## src/verilog/wdg_pkg.sv

```systemverilog
// Package: constants, register map and types for the watchdog block
`default_nettype none
package wdg_pkg;
  // ----------------------------------------------------------------
  // Register map: printed offsets are indices, byte address is 4x
  // ----------------------------------------------------------------
  localparam int ADDR_W = 18;
  localparam logic [15:0] IDX_CONFIG = 16'h0000;
  localparam logic [15:0] IDX_STATUS = 16'h0001;
  localparam logic [15:0] IDX_SERVICE = 16'hffff;
  localparam logic [ADDR_W-1:0] ADDR_CONFIG = {IDX_CONFIG, 2'b00};
  localparam logic [ADDR_W-1:0] ADDR_STATUS = {IDX_STATUS, 2'b00};
  localparam logic [ADDR_W-1:0] ADDR_SERVICE = {IDX_SERVICE, 2'b00};

  // ----------------------------------------------------------------
  // Configuration field positions and value after reset
  // ----------------------------------------------------------------
  localparam int CFG_WDG_DISABLE = 0;
  localparam int CFG_STOP_ENABLE = 1;
  localparam int CFG_TIMEOUT_SEL = 2;
  localparam int CFG_SHORT_RECOV = 3;
  localparam int CFG_LVM_POWER = 4;
  localparam int CFG_LVM_RESET = 5;
  localparam int CFG_LVM_STOP = 6;
  localparam logic [7:0] CFG_RESET_VAL = 8'h00;

  // Status field positions
  localparam int STS_WDG_FLAG = 0;
  localparam int STS_LVM_FLAG = 1;
  localparam int STS_CFG_LOCKED = 2;

  // ----------------------------------------------------------------
  // Timing, in oscillator cycles (oscillator clock is pclk)
  // ----------------------------------------------------------------
  localparam int CNT_W = 6;
  localparam int SHORT_TAP_W = 7;
  localparam int TIMEOUT_SHORT_CYC = 8176;
  localparam int TIMEOUT_LONG_CYC = 262128;
  localparam int TIMEOUT_TRIM_CYC = (2 ** 18) - TIMEOUT_LONG_CYC;
  localparam int RECOV_SHORT_CYC = 32;
  localparam int RECOV_LONG_CYC = 4096;
  localparam int RST_PULSE_CYC = 32;
  localparam int POR_CLEAR_CYC = 4096;
  localparam int SVC_CLEAR_LSB = 3;
  localparam logic [7:0] RESET_VECTOR_LO = 8'h00;

  // Stop-mode sequencing
  typedef enum logic [1:0] {
    WDG_RUN = 2'b00,
    WDG_STOPPED = 2'b01,
    WDG_RECOVER = 2'b10
  } wdg_stop_e;
endpackage
`default_nettype wire

```

## src/verilog/wdg_top.sv

```systemverilog
// Watchdog with write-once system option configuration and APB access
//
// Added by the designer: the APB slave port.
`default_nettype none
// Function
// RULE_01: Configuration reads default after reset, takes first write only.
// RULE_02: Voltage monitor stays on in stop only if power and stop enables set.
// RULE_03: Reset enable gates the voltage monitor reset request.
// RULE_04: Power enable switches the voltage monitor on or off.
// RULE_05: Stop recovery delay is 32 cycles when set, 4096 when clear.
// RULE_06: Timeout select gives 8176 cycles when set, 262128 when clear.
// RULE_07: STOP with stop enable clear is an illegal opcode.
// RULE_08: Watchdog disable bit turns the watchdog off.
// RULE_09: Six-bit counter fed by twelve-bit prescaler; overflow causes reset.
// RULE_10: Service write clears counter and prescaler stages 4 to 12.
// RULE_11: Service read returns the reset vector low byte.
// RULE_12: Overflow pulls reset pin low 32 cycles and sets watchdog flag.
// RULE_13: Stop mode freezes the watchdog and clears its prescaler.
// RULE_14: Power-on logic clears the prescaler 4096 cycles after power-up.
// RULE_15: Internal reset clears prescaler and counter.
// RULE_16: Reset vector fetch clears the prescaler.
// RULE_17: Monitor mode with test voltage on reset or irq pin holds watchdog off.
// RULE_18: Break with test voltage on reset pin holds watchdog off.
// RULE_19: Watchdog keeps counting in wait mode.
// RULE_20: Watchdog never raises an interrupt request.
// RULE_21: Software should service after reset and around stop mode.
// RULE_22: Reset request asserts in the cycle the counter wraps from all ones.
module wdg_top #(
  parameter int PRE_W = 12
) (
  input wire logic pclk,
  input wire logic presetn,
  input wire logic psel,
  input wire logic penable,
  input wire logic pwrite,
  input wire logic [wdg_pkg::ADDR_W-1:0] paddr,
  input wire logic [31:0] pwdata,
  output logic [31:0] prdata,
  output logic pready,
  output logic pslverr,
  input wire logic stop_instr,
  input wire logic stop_wake,
  input wire logic vector_fetch,
  input wire logic internal_reset,
  input wire logic monitor_mode,
  input wire logic break_active,
  input wire logic rst_pin_test_voltage,
  input wire logic irq_pin_test_voltage,
  input wire logic lvm_trip,
  output logic rst_pin_o,
  output logic rst_pin_oe,
  output logic system_reset,
  output logic lvm_power,
  output logic lvm_reset,
  output logic illegal_opcode,
  output logic stop_active
);
  import wdg_pkg::*;

  localparam logic [PRE_W-1:0] PRE_ONES = {PRE_W{1'b1}};
  localparam logic [PRE_W-1:0] LONG_END = PRE_ONES - PRE_W'(TIMEOUT_TRIM_CYC);
  localparam logic [SHORT_TAP_W-1:0] SHORT_ONES = {SHORT_TAP_W{1'b1}};
  localparam logic [SHORT_TAP_W-1:0] SHORT_END = SHORT_ONES - SHORT_TAP_W'(TIMEOUT_TRIM_CYC);
  localparam logic [11:0] RECOV_SHORT_LD = 12'(RECOV_SHORT_CYC - 1);
  localparam logic [11:0] RECOV_LONG_LD = 12'(RECOV_LONG_CYC - 1);
  localparam logic [5:0] PULSE_LD = 6'(RST_PULSE_CYC - 1);
  localparam logic [12:0] POR_LAST = 13'(POR_CLEAR_CYC - 1);

  logic [7:0] cfg_q;
  logic cfg_locked_q;
  logic [PRE_W-1:0] pre_q;
  logic [CNT_W-1:0] cnt_q;
  logic [5:0] pulse_cnt_q;
  logic pulse_q;
  logic [11:0] recov_cnt_q;
  logic [12:0] por_cnt_q;
  logic por_done_q;
  logic wdg_flag_q;
  logic lvm_flag_q;
  wdg_stop_e stop_st_q;

  logic acc;
  logic wr_en;
  logic rd_setup;
  logic hit_cfg;
  logic hit_sts;
  logic hit_svc;
  logic svc_write;
  logic sts_read;
  logic held_off;
  logic wdg_run;
  logic tap_full;
  logic [SHORT_TAP_W-1:0] pre_low;
  logic at_end;
  logic wdg_fire;
  logic por_clear;
  logic int_clear;
  logic stop_enter;

  // ----------------------------------------------------------------
  // APB decode
  // ----------------------------------------------------------------
  // Zero wait states; read data is captured in the setup cycle
  assign acc = psel && penable;
  assign wr_en = acc && pwrite;
  assign rd_setup = psel && !penable && !pwrite;
  assign hit_cfg = (paddr == ADDR_CONFIG);
  assign hit_sts = (paddr == ADDR_STATUS);
  assign hit_svc = (paddr == ADDR_SERVICE);
  assign pready = 1'b1;
  assign pslverr = acc && !(hit_cfg || hit_sts || hit_svc);
  assign svc_write = wr_en && hit_svc;
  assign sts_read = acc && !pwrite && hit_sts;

  // Read mux registered in setup so data is stable through the access
  always_ff @(posedge pclk or negedge presetn) begin
    if (!presetn) begin
      prdata <= 32'h0000_0000;
    end else if (rd_setup) begin
      if (hit_cfg) begin
        prdata <= {24'h00_0000, cfg_q};
      end else if (hit_sts) begin
        prdata <= {29'h0000_0000, cfg_locked_q, lvm_flag_q, wdg_flag_q};
      end else if (hit_svc) begin
        prdata <= {24'h00_0000, RESET_VECTOR_LO}; // RULE_11
      end else begin
        prdata <= 32'h0000_0000;
      end
    end
  end

  // ----------------------------------------------------------------
  // Write-once configuration
  // ----------------------------------------------------------------
  // Lock stops runaway code from disabling the watchdog later
  always_ff @(posedge pclk or negedge presetn) begin
    if (!presetn) begin
      cfg_q <= CFG_RESET_VAL; // RULE_01
      cfg_locked_q <= 1'b0;
    end else if (wr_en && hit_cfg && !cfg_locked_q) begin
      cfg_q <= pwdata[7:0]; // RULE_01
      cfg_locked_q <= 1'b1;
    end
  end

  // ----------------------------------------------------------------
  // Voltage monitor gating
  // ----------------------------------------------------------------
  assign lvm_power = cfg_q[CFG_LVM_POWER] // RULE_04
    && (stop_st_q == WDG_RUN || cfg_q[CFG_LVM_STOP]); // RULE_02
  assign lvm_reset = lvm_power && cfg_q[CFG_LVM_RESET] && lvm_trip; // RULE_03

  // ----------------------------------------------------------------
  // Stop mode sequencing
  // ----------------------------------------------------------------
  assign illegal_opcode = stop_instr && stop_st_q == WDG_RUN && !cfg_q[CFG_STOP_ENABLE]; // RULE_07
  assign stop_enter = stop_instr && stop_st_q == WDG_RUN && cfg_q[CFG_STOP_ENABLE];
  assign stop_active = (stop_st_q != WDG_RUN);

  // Recovery delay counts down from one less than the selected length
  always_ff @(posedge pclk or negedge presetn) begin
    if (!presetn) begin
      stop_st_q <= WDG_RUN;
      recov_cnt_q <= 12'h000;
    end else begin
      case (stop_st_q)
        WDG_RUN: begin
          if (stop_enter) begin
            stop_st_q <= WDG_STOPPED;
          end
        end
        WDG_STOPPED: begin
          if (stop_wake) begin
            stop_st_q <= WDG_RECOVER;
            recov_cnt_q <= cfg_q[CFG_SHORT_RECOV] ? RECOV_SHORT_LD : RECOV_LONG_LD; // RULE_05
          end
        end
        WDG_RECOVER: begin
          if (recov_cnt_q == 12'h000) begin
            stop_st_q <= WDG_RUN;
          end else begin
            recov_cnt_q <= recov_cnt_q - 12'h001;
          end
        end
        default: begin
          stop_st_q <= WDG_RUN;
        end
      endcase
    end
  end

  // ----------------------------------------------------------------
  // Power-on prescaler clear
  // ----------------------------------------------------------------
  always_ff @(posedge pclk or negedge presetn) begin
    if (!presetn) begin
      por_cnt_q <= 13'h0000;
      por_done_q <= 1'b0;
    end else if (!por_done_q) begin
      if (por_cnt_q == POR_LAST) begin
        por_done_q <= 1'b1;
      end
      por_cnt_q <= por_cnt_q + 13'h0001;
    end
  end
  assign por_clear = !por_done_q && por_cnt_q == POR_LAST; // RULE_14

  // ----------------------------------------------------------------
  // Watchdog counter and prescaler
  // ----------------------------------------------------------------
  assign held_off = (monitor_mode && (rst_pin_test_voltage || irq_pin_test_voltage)) // RULE_17
    || (break_active && rst_pin_test_voltage); // RULE_18
  // Wait mode is not an input: counting simply carries on through it
  assign wdg_run = !cfg_q[CFG_WDG_DISABLE] && !held_off && stop_st_q == WDG_RUN; // RULE_08 RULE_19
  assign int_clear = internal_reset || pulse_q; // RULE_15
  // Sized view of the short tap, so a narrow prescaler never selects past its top bit
  assign pre_low = SHORT_TAP_W'(pre_q);
  assign tap_full = cfg_q[CFG_TIMEOUT_SEL] ? (pre_low == SHORT_ONES) : (pre_q == PRE_ONES);
  // End point sits the trim short of a full wrap, matching the timeout figures
  assign at_end = cfg_q[CFG_TIMEOUT_SEL] ? (pre_low == SHORT_END) // RULE_06
    : (pre_q == LONG_END); // RULE_06
  assign wdg_fire = wdg_run && !int_clear && !svc_write && cnt_q == {CNT_W{1'b1}} && at_end; // RULE_22

  // Prescaler: cleared whole by stop, power-on, vector fetch, internal reset
  always_ff @(posedge pclk or negedge presetn) begin
    if (!presetn) begin
      pre_q <= '0;
    end else if (int_clear || por_clear || vector_fetch || stop_st_q == WDG_STOPPED) begin
      pre_q <= '0; // RULE_13 RULE_14 RULE_15 RULE_16
    end else if (svc_write) begin
      pre_q <= {{(PRE_W-SVC_CLEAR_LSB){1'b0}}, pre_q[SVC_CLEAR_LSB-1:0]}; // RULE_10
    end else if (wdg_run) begin
      pre_q <= pre_q + PRE_W'(1); // RULE_09
    end
  end

  // Counter: advances on each wrap of the selected prescaler tap, frozen while stopped
  always_ff @(posedge pclk or negedge presetn) begin
    if (!presetn) begin
      cnt_q <= '0;
    end else if (int_clear || svc_write || wdg_fire) begin
      cnt_q <= '0; // RULE_10 RULE_15 RULE_22
    end else if (wdg_run && tap_full) begin
      cnt_q <= cnt_q + CNT_W'(1); // RULE_09
    end
  end

  // ----------------------------------------------------------------
  // Reset pulse and status flags
  // ----------------------------------------------------------------
  // Timeout drives the reset pin and system_reset and sets the watchdog flag; there is no interrupt path
  always_ff @(posedge pclk or negedge presetn) begin
    if (!presetn) begin
      pulse_q <= 1'b0;
      pulse_cnt_q <= 6'h00;
    end else if (wdg_fire) begin
      pulse_q <= 1'b1; // RULE_12 RULE_20
      pulse_cnt_q <= PULSE_LD;
    end else if (pulse_q) begin
      if (pulse_cnt_q == 6'h00) begin
        pulse_q <= 1'b0;
      end else begin
        pulse_cnt_q <= pulse_cnt_q - 6'h01;
      end
    end
  end
  assign rst_pin_o = 1'b0;
  assign rst_pin_oe = pulse_q; // RULE_12
  assign system_reset = pulse_q || lvm_reset;

  // Read clears; a set in the same cycle wins
  always_ff @(posedge pclk or negedge presetn) begin
    if (!presetn) begin
      wdg_flag_q <= 1'b0;
      lvm_flag_q <= 1'b0;
    end else begin
      wdg_flag_q <= wdg_fire || (wdg_flag_q && !sts_read); // RULE_12
      lvm_flag_q <= lvm_reset || (lvm_flag_q && !sts_read);
    end
  end

  // ----------------------------------------------------------------
  // Assertions
  // ----------------------------------------------------------------
  cfg_once_a: assert property (@(posedge pclk) disable iff (!presetn) // RULE_01
    (cfg_locked_q && wr_en && hit_cfg) |=> $stable(cfg_q))
    else $error("config changed after first write");
  lvm_stop_a: assert property (@(posedge pclk) disable iff (!presetn) // RULE_02
    (stop_active && lvm_power) |-> (cfg_q[CFG_LVM_POWER] && cfg_q[CFG_LVM_STOP]))
    else $error("monitor powered in stop without both enables");
  lvm_gate_a: assert property (@(posedge pclk) disable iff (!presetn) // RULE_03
    lvm_reset |-> (cfg_q[CFG_LVM_RESET] && lvm_trip))
    else $error("monitor reset not gated by enable");
  lvm_off_a: assert property (@(posedge pclk) disable iff (!presetn) // RULE_04
    !cfg_q[CFG_LVM_POWER] |-> !lvm_power)
    else $error("monitor powered while disabled");
  recov_short_a: assert property (@(posedge pclk) disable iff (!presetn) // RULE_05
    (stop_st_q == WDG_STOPPED && stop_wake && cfg_q[CFG_SHORT_RECOV])
      |=> (stop_st_q == WDG_RECOVER)[*8] ##25 (stop_st_q == WDG_RUN))
    else $error("short recovery not 32 cycles");
  illegal_a: assert property (@(posedge pclk) disable iff (!presetn) // RULE_07
    (stop_instr && !cfg_q[CFG_STOP_ENABLE] && !stop_active) |-> illegal_opcode ##1 !stop_active)
    else $error("disabled STOP not treated as illegal");
  disabled_a: assert property (@(posedge pclk) disable iff (!presetn) // RULE_08
    cfg_q[CFG_WDG_DISABLE] |=> $stable(cnt_q) && !$rose(rst_pin_oe))
    else $error("disabled watchdog still running");
  svc_clear_a: assert property (@(posedge pclk) disable iff (!presetn) // RULE_10
    svc_write |=> (cnt_q == '0) && (pre_q[PRE_W-1:SVC_CLEAR_LSB] == '0))
    else $error("service write did not clear watchdog");
  pulse_len_a: assert property (@(posedge pclk) disable iff (!presetn) // RULE_12
    $rose(rst_pin_oe) |-> ##31 rst_pin_oe ##1 !rst_pin_oe)
    else $error("reset pulse not 32 cycles");
  stop_freeze_a: assert property (@(posedge pclk) disable iff (!presetn) // RULE_13
    (stop_st_q == WDG_STOPPED && !int_clear && !svc_write) |=> pre_q == '0 && $stable(cnt_q))
    else $error("watchdog not frozen in stop");
  held_off_a: assert property (@(posedge pclk) disable iff (!presetn) // RULE_17 RULE_18
    held_off |-> !wdg_fire ##1 ($stable(cnt_q) || cnt_q == '0))
    else $error("watchdog ran while held off");
  fire_wrap_a: assert property (@(posedge pclk) disable iff (!presetn) // RULE_22
    wdg_fire |-> cnt_q == {CNT_W{1'b1}} ##1 (cnt_q == '0 && rst_pin_oe && wdg_flag_q))
    else $error("fire not at counter wrap");
endmodule
`default_nettype wire

```

## config.mk

```make
export PLATFORM = sky130hd
export DESIGN_NAME = wdg_top
export DESIGN_NICKNAME = d
export VERILOG_FILES = /design/src/verilog/wdg_pkg.sv /design/src/verilog/wdg_top.sv
export SDC_FILE = /design/constraint.sdc
export NUM_CORES = 1
export LEC_CHECK = 0
export BUFFER_PORTS_ARGS = -buffer_cell sky130_fd_sc_hd__clkbuf_2
export CORE_UTILIZATION = 41
export CTS_CLUSTER_DIAMETER = 80
export CTS_CLUSTER_SIZE = 30
export DETAILED_ROUTE_END_ITERATION = 8
export MAX_ROUTING_LAYER = met4
export PLACE_DENSITY = 0.63
export SKIP_CTS_REPAIR_TIMING = 1
export SYNTH_ARGS = -nofsm -noshare
export SYNTH_HDL_FRONTEND = slang
export SYNTH_SLANG_ARGS = --single-unit
```

## constraint.sdc

```tcl
create_clock -name pclk -period 3.35 [get_ports pclk]
set_input_delay 0.335 -clock pclk [delete_from_list [all_inputs] [get_ports pclk]]
set_output_delay 0.335 -clock pclk [all_outputs]
set_load 0.1 [all_outputs]
```

==> qor.yml <==
outcome: "finished with violations"
violations: "DRC, hold timing"
holdWs_ps: -9.37
maxSlewViolCount: 0
p_per_area_nw_per_um2: 426
most-common-layout-cells: "dfrtp_1 (72), clkbuf_2 (53), nor2_1 (36)"
crit_chain: "ha_1 -> nand4b_1 -> nor4_1 -> nor4b_1 -> nand2_1 -> nor2_1"
clock_latency_ps: 340
irDropWorstVdd_mv: 0.315
cpLargestDelayFamily: "simple AND/OR/NAND/NOR gates"
drc: 3
rsz0062_at_grt: "no"
hold_class: "in -> async"
finalCritPeriodShare: 0.716
required_ps: 3610
yosysTopAreaCellShare: 0.473
synthFlopType: "dfrtp_1"
yosys.area.top_type: "dfrtp_1"
initial_core_util: 0.431
wl_um: 7820
dp_hpwl_um: 5730
layout-drive-gt1-share: 0.200
r2r_cells: 6
synth-seq-cells: 72
synth-warning-count: 0
post-place-ws_ps: 824
hold_violations: 4
grt-ovfl-total: 0
cpMaxStageDelayCell: "nor4b_1"
synthDistinctLibCells: 49
numCtsBuffers: 9
endpoint_kind: "flop"
wl_met1_um: 3700
syn-instance-count: 384
clock_sink_count: 72
power_leakage_nw: 2.11
worst-path-buf-inv: 0
wl_met2_um: 3590
crit_fanout: 9
grt_pass1_wl_um: 13200
regToRegSetupSlack_ps: 950
die-width_um: 98.4
synthArstFlopShare: 1.00
dp_cells: 541
layout_commonest_cell: "dfrtp_1"
antenna_found_initial: 0
rows: 34
layout.nets: 515
syn_to_final_growth_pct: 14.3
fin_cells: 557
setup_viol: 0
clockRootBuffer: "clkbuf_8"
cts_tree: "built"
gp_congestion: 0.865
grt_pass1_vias: 2748
slowest_delay_ps: 750
firstDrtPassIters: 9
core_area_sq_um: 8850
cts_buffer_depth: 2
tightestPinTransition_ps: 856
wl_met3_um: 384
clkTransAtPathRegs_ps: 80
finalWorstSetupSlack_ps: 953
final_antenna_net_count: 0
clock.fmax_mhz: 417
routed.top_layer: "met4"
drtIter0Drc: 106
synthTopCellsByArea: "dfrtp_1 (47%), buf_4 (5.1%), xnor2_1 (4.1%), nor2_1 (3.5%), xor2_1 (3.4%)"
path_class: "reg -> reg"
crit_cells: 6
fp.dieH_um: 98.4
drv_cap: 0
antennaDiodeCount: 0
io_buffers: 54
synth_edf_count: 0
die-area_sq_um: 9690
syn_area_per_cell_sq_um: 9.93
wl_per_cell_um: 14.0
grt_usage: 0.180
htreeDepth: 3
io_pins: 105
synth-seq-area-share: 0.473
slew_headroom: 0.421
tns_ps: 0
min_period_ps: 2400
worst_setup_path_start_kind: "flop"
fin_skew_ps: 10.1
grt_max_degree: 73
r2r_start: "por_cnt_q[0]$_DFFE_PN0N_"
via_per_inst: 5.22
r2r_end: "pre_q[11]$_DFFE_PN0P_"
nFillCells: 833
arrival_ps: 2650
num_vias: 2908
syn_area_sq_um: 3810
-- synthesized netlist by cell type (2+ instances only) --
library cell and number:
o21ai_0 21, a31oi_1 2, a21boi_0 2, nor2b_1 3, xnor2_1 18, nand3b_1 2
nand3_1 16, inv_1 15, ha_1 7, dfrtp_1 72, nor3_1 11, nor2_1 36
or3_1 2, nor3b_1 2, mux2i_1 5, a22o_1 5, o211ai_1 3, nor4_1 11
conb_1 2, clkbuf_1 5, and4_1 3, nand2b_1 2, or4_1 4, nand4_1 13
o21a_1 3, a21oi_1 10, buf_2 2, mux2_2 2, a41oi_1 4, buf_4 26
nand2_1 30, o31ai_1 4, nand4b_1 2, and3_1 3, mux2_4 8, xor2_1 15
-- through the flow --
stage / utilization / power, mW / hold WS, ps / cell area (sq um)
after floorplan: - / 1.07 / 39.4 / 3910
final: 0.493 / 1.86 / -9.37 / 4360
after detailed placement: 0.466 / 1.10 / 391 / 4130
after global routing: 0.493 / 1.93 / 9.97 / 4360
after CTS: 0.493 / 1.88 / 8.18 / 4360
after global placement: 0.466 / 1.10 / 397 / 4130
-- final cells by class --
type                            count  area (sq um)  area share
Multi-Input combinational cell    287          1810       0.416
Inverter                           15          56.3      0.0129
Sequential cell                    72          1800       0.413
Clock inverter                      4          76.3      0.0175
Tap cell                          108           135      0.0310
Clock buffer                       12           155      0.0356
Timing Repair Buffer               59           320      0.0735
-- flip-flops by register name (all words and copies together), names as in the netlist --
register      count
cfg_locked_q      1
cfg_q             8
cnt_q             6
lvm_flag_q        1
por_cnt_q        13
por_done_q        1
prdata            8
pre_q            12
pulse_cnt_q       6
recov_cnt_q      12
rst_pin_oe        1
stop_st_q         2
wdg_flag_q        1
-- report_power, final --
part	switching (mW)	internal, mW
logic	0.179	0.0280
registers	0.00113	0.869
clock network	0.317	0.462
-- how the worst max path moves through the flow --
stage / start / slack, ps / end
after CTS: por_cnt_q[0]$_DFFE_PN0N_ / 890 / pre_q[11]$_DFFE_PN0P_
final: por_cnt_q[0]$_DFFE_PN0N_ / 950 / pre_q[11]$_DFFE_PN0P_
after detailed placement: paddr[11] / 820 / cfg_q[4]$_DFFE_PN0P_
after global placement: paddr[4] / 830 / cfg_q[5]$_DFFE_PN0P_
after global routing: cfg_q[0]$_DFFE_PN0P_ / 680 / pulse_cnt_q[5]$_DFFE_PN0P_
after floorplan: stop_st_q[1]$_DFFE_PN0P_ / 700 / illegal_opcode
-- cells by family (layout without fill, tap and decap cells) --
logic type / Yosys count / after routing / synth area share
buf+inv: 49 / 90 / 0.0765
flops: 72 / 72 / 0.473
xor+xnor: 33 / 33 / 0.0758
other cells: 2 / 26 / 0.00197
simple gates: 148 / 148 / 0.202
compound gates: 58 / 58 / 0.0971
fa+ha+maj: 7 / 7 / 0.0230
mux: 15 / 15 / 0.0505
-- metal layers --
metal / global-route usage / vias to the layer above
met5: - / -
met4: 0.0574 / 0
met3: 0.0525 / 11
met2: 0.276 / 74
met1: 0.230 / 1397
li1: - / 1426
(Power assumes the default switching activity.)
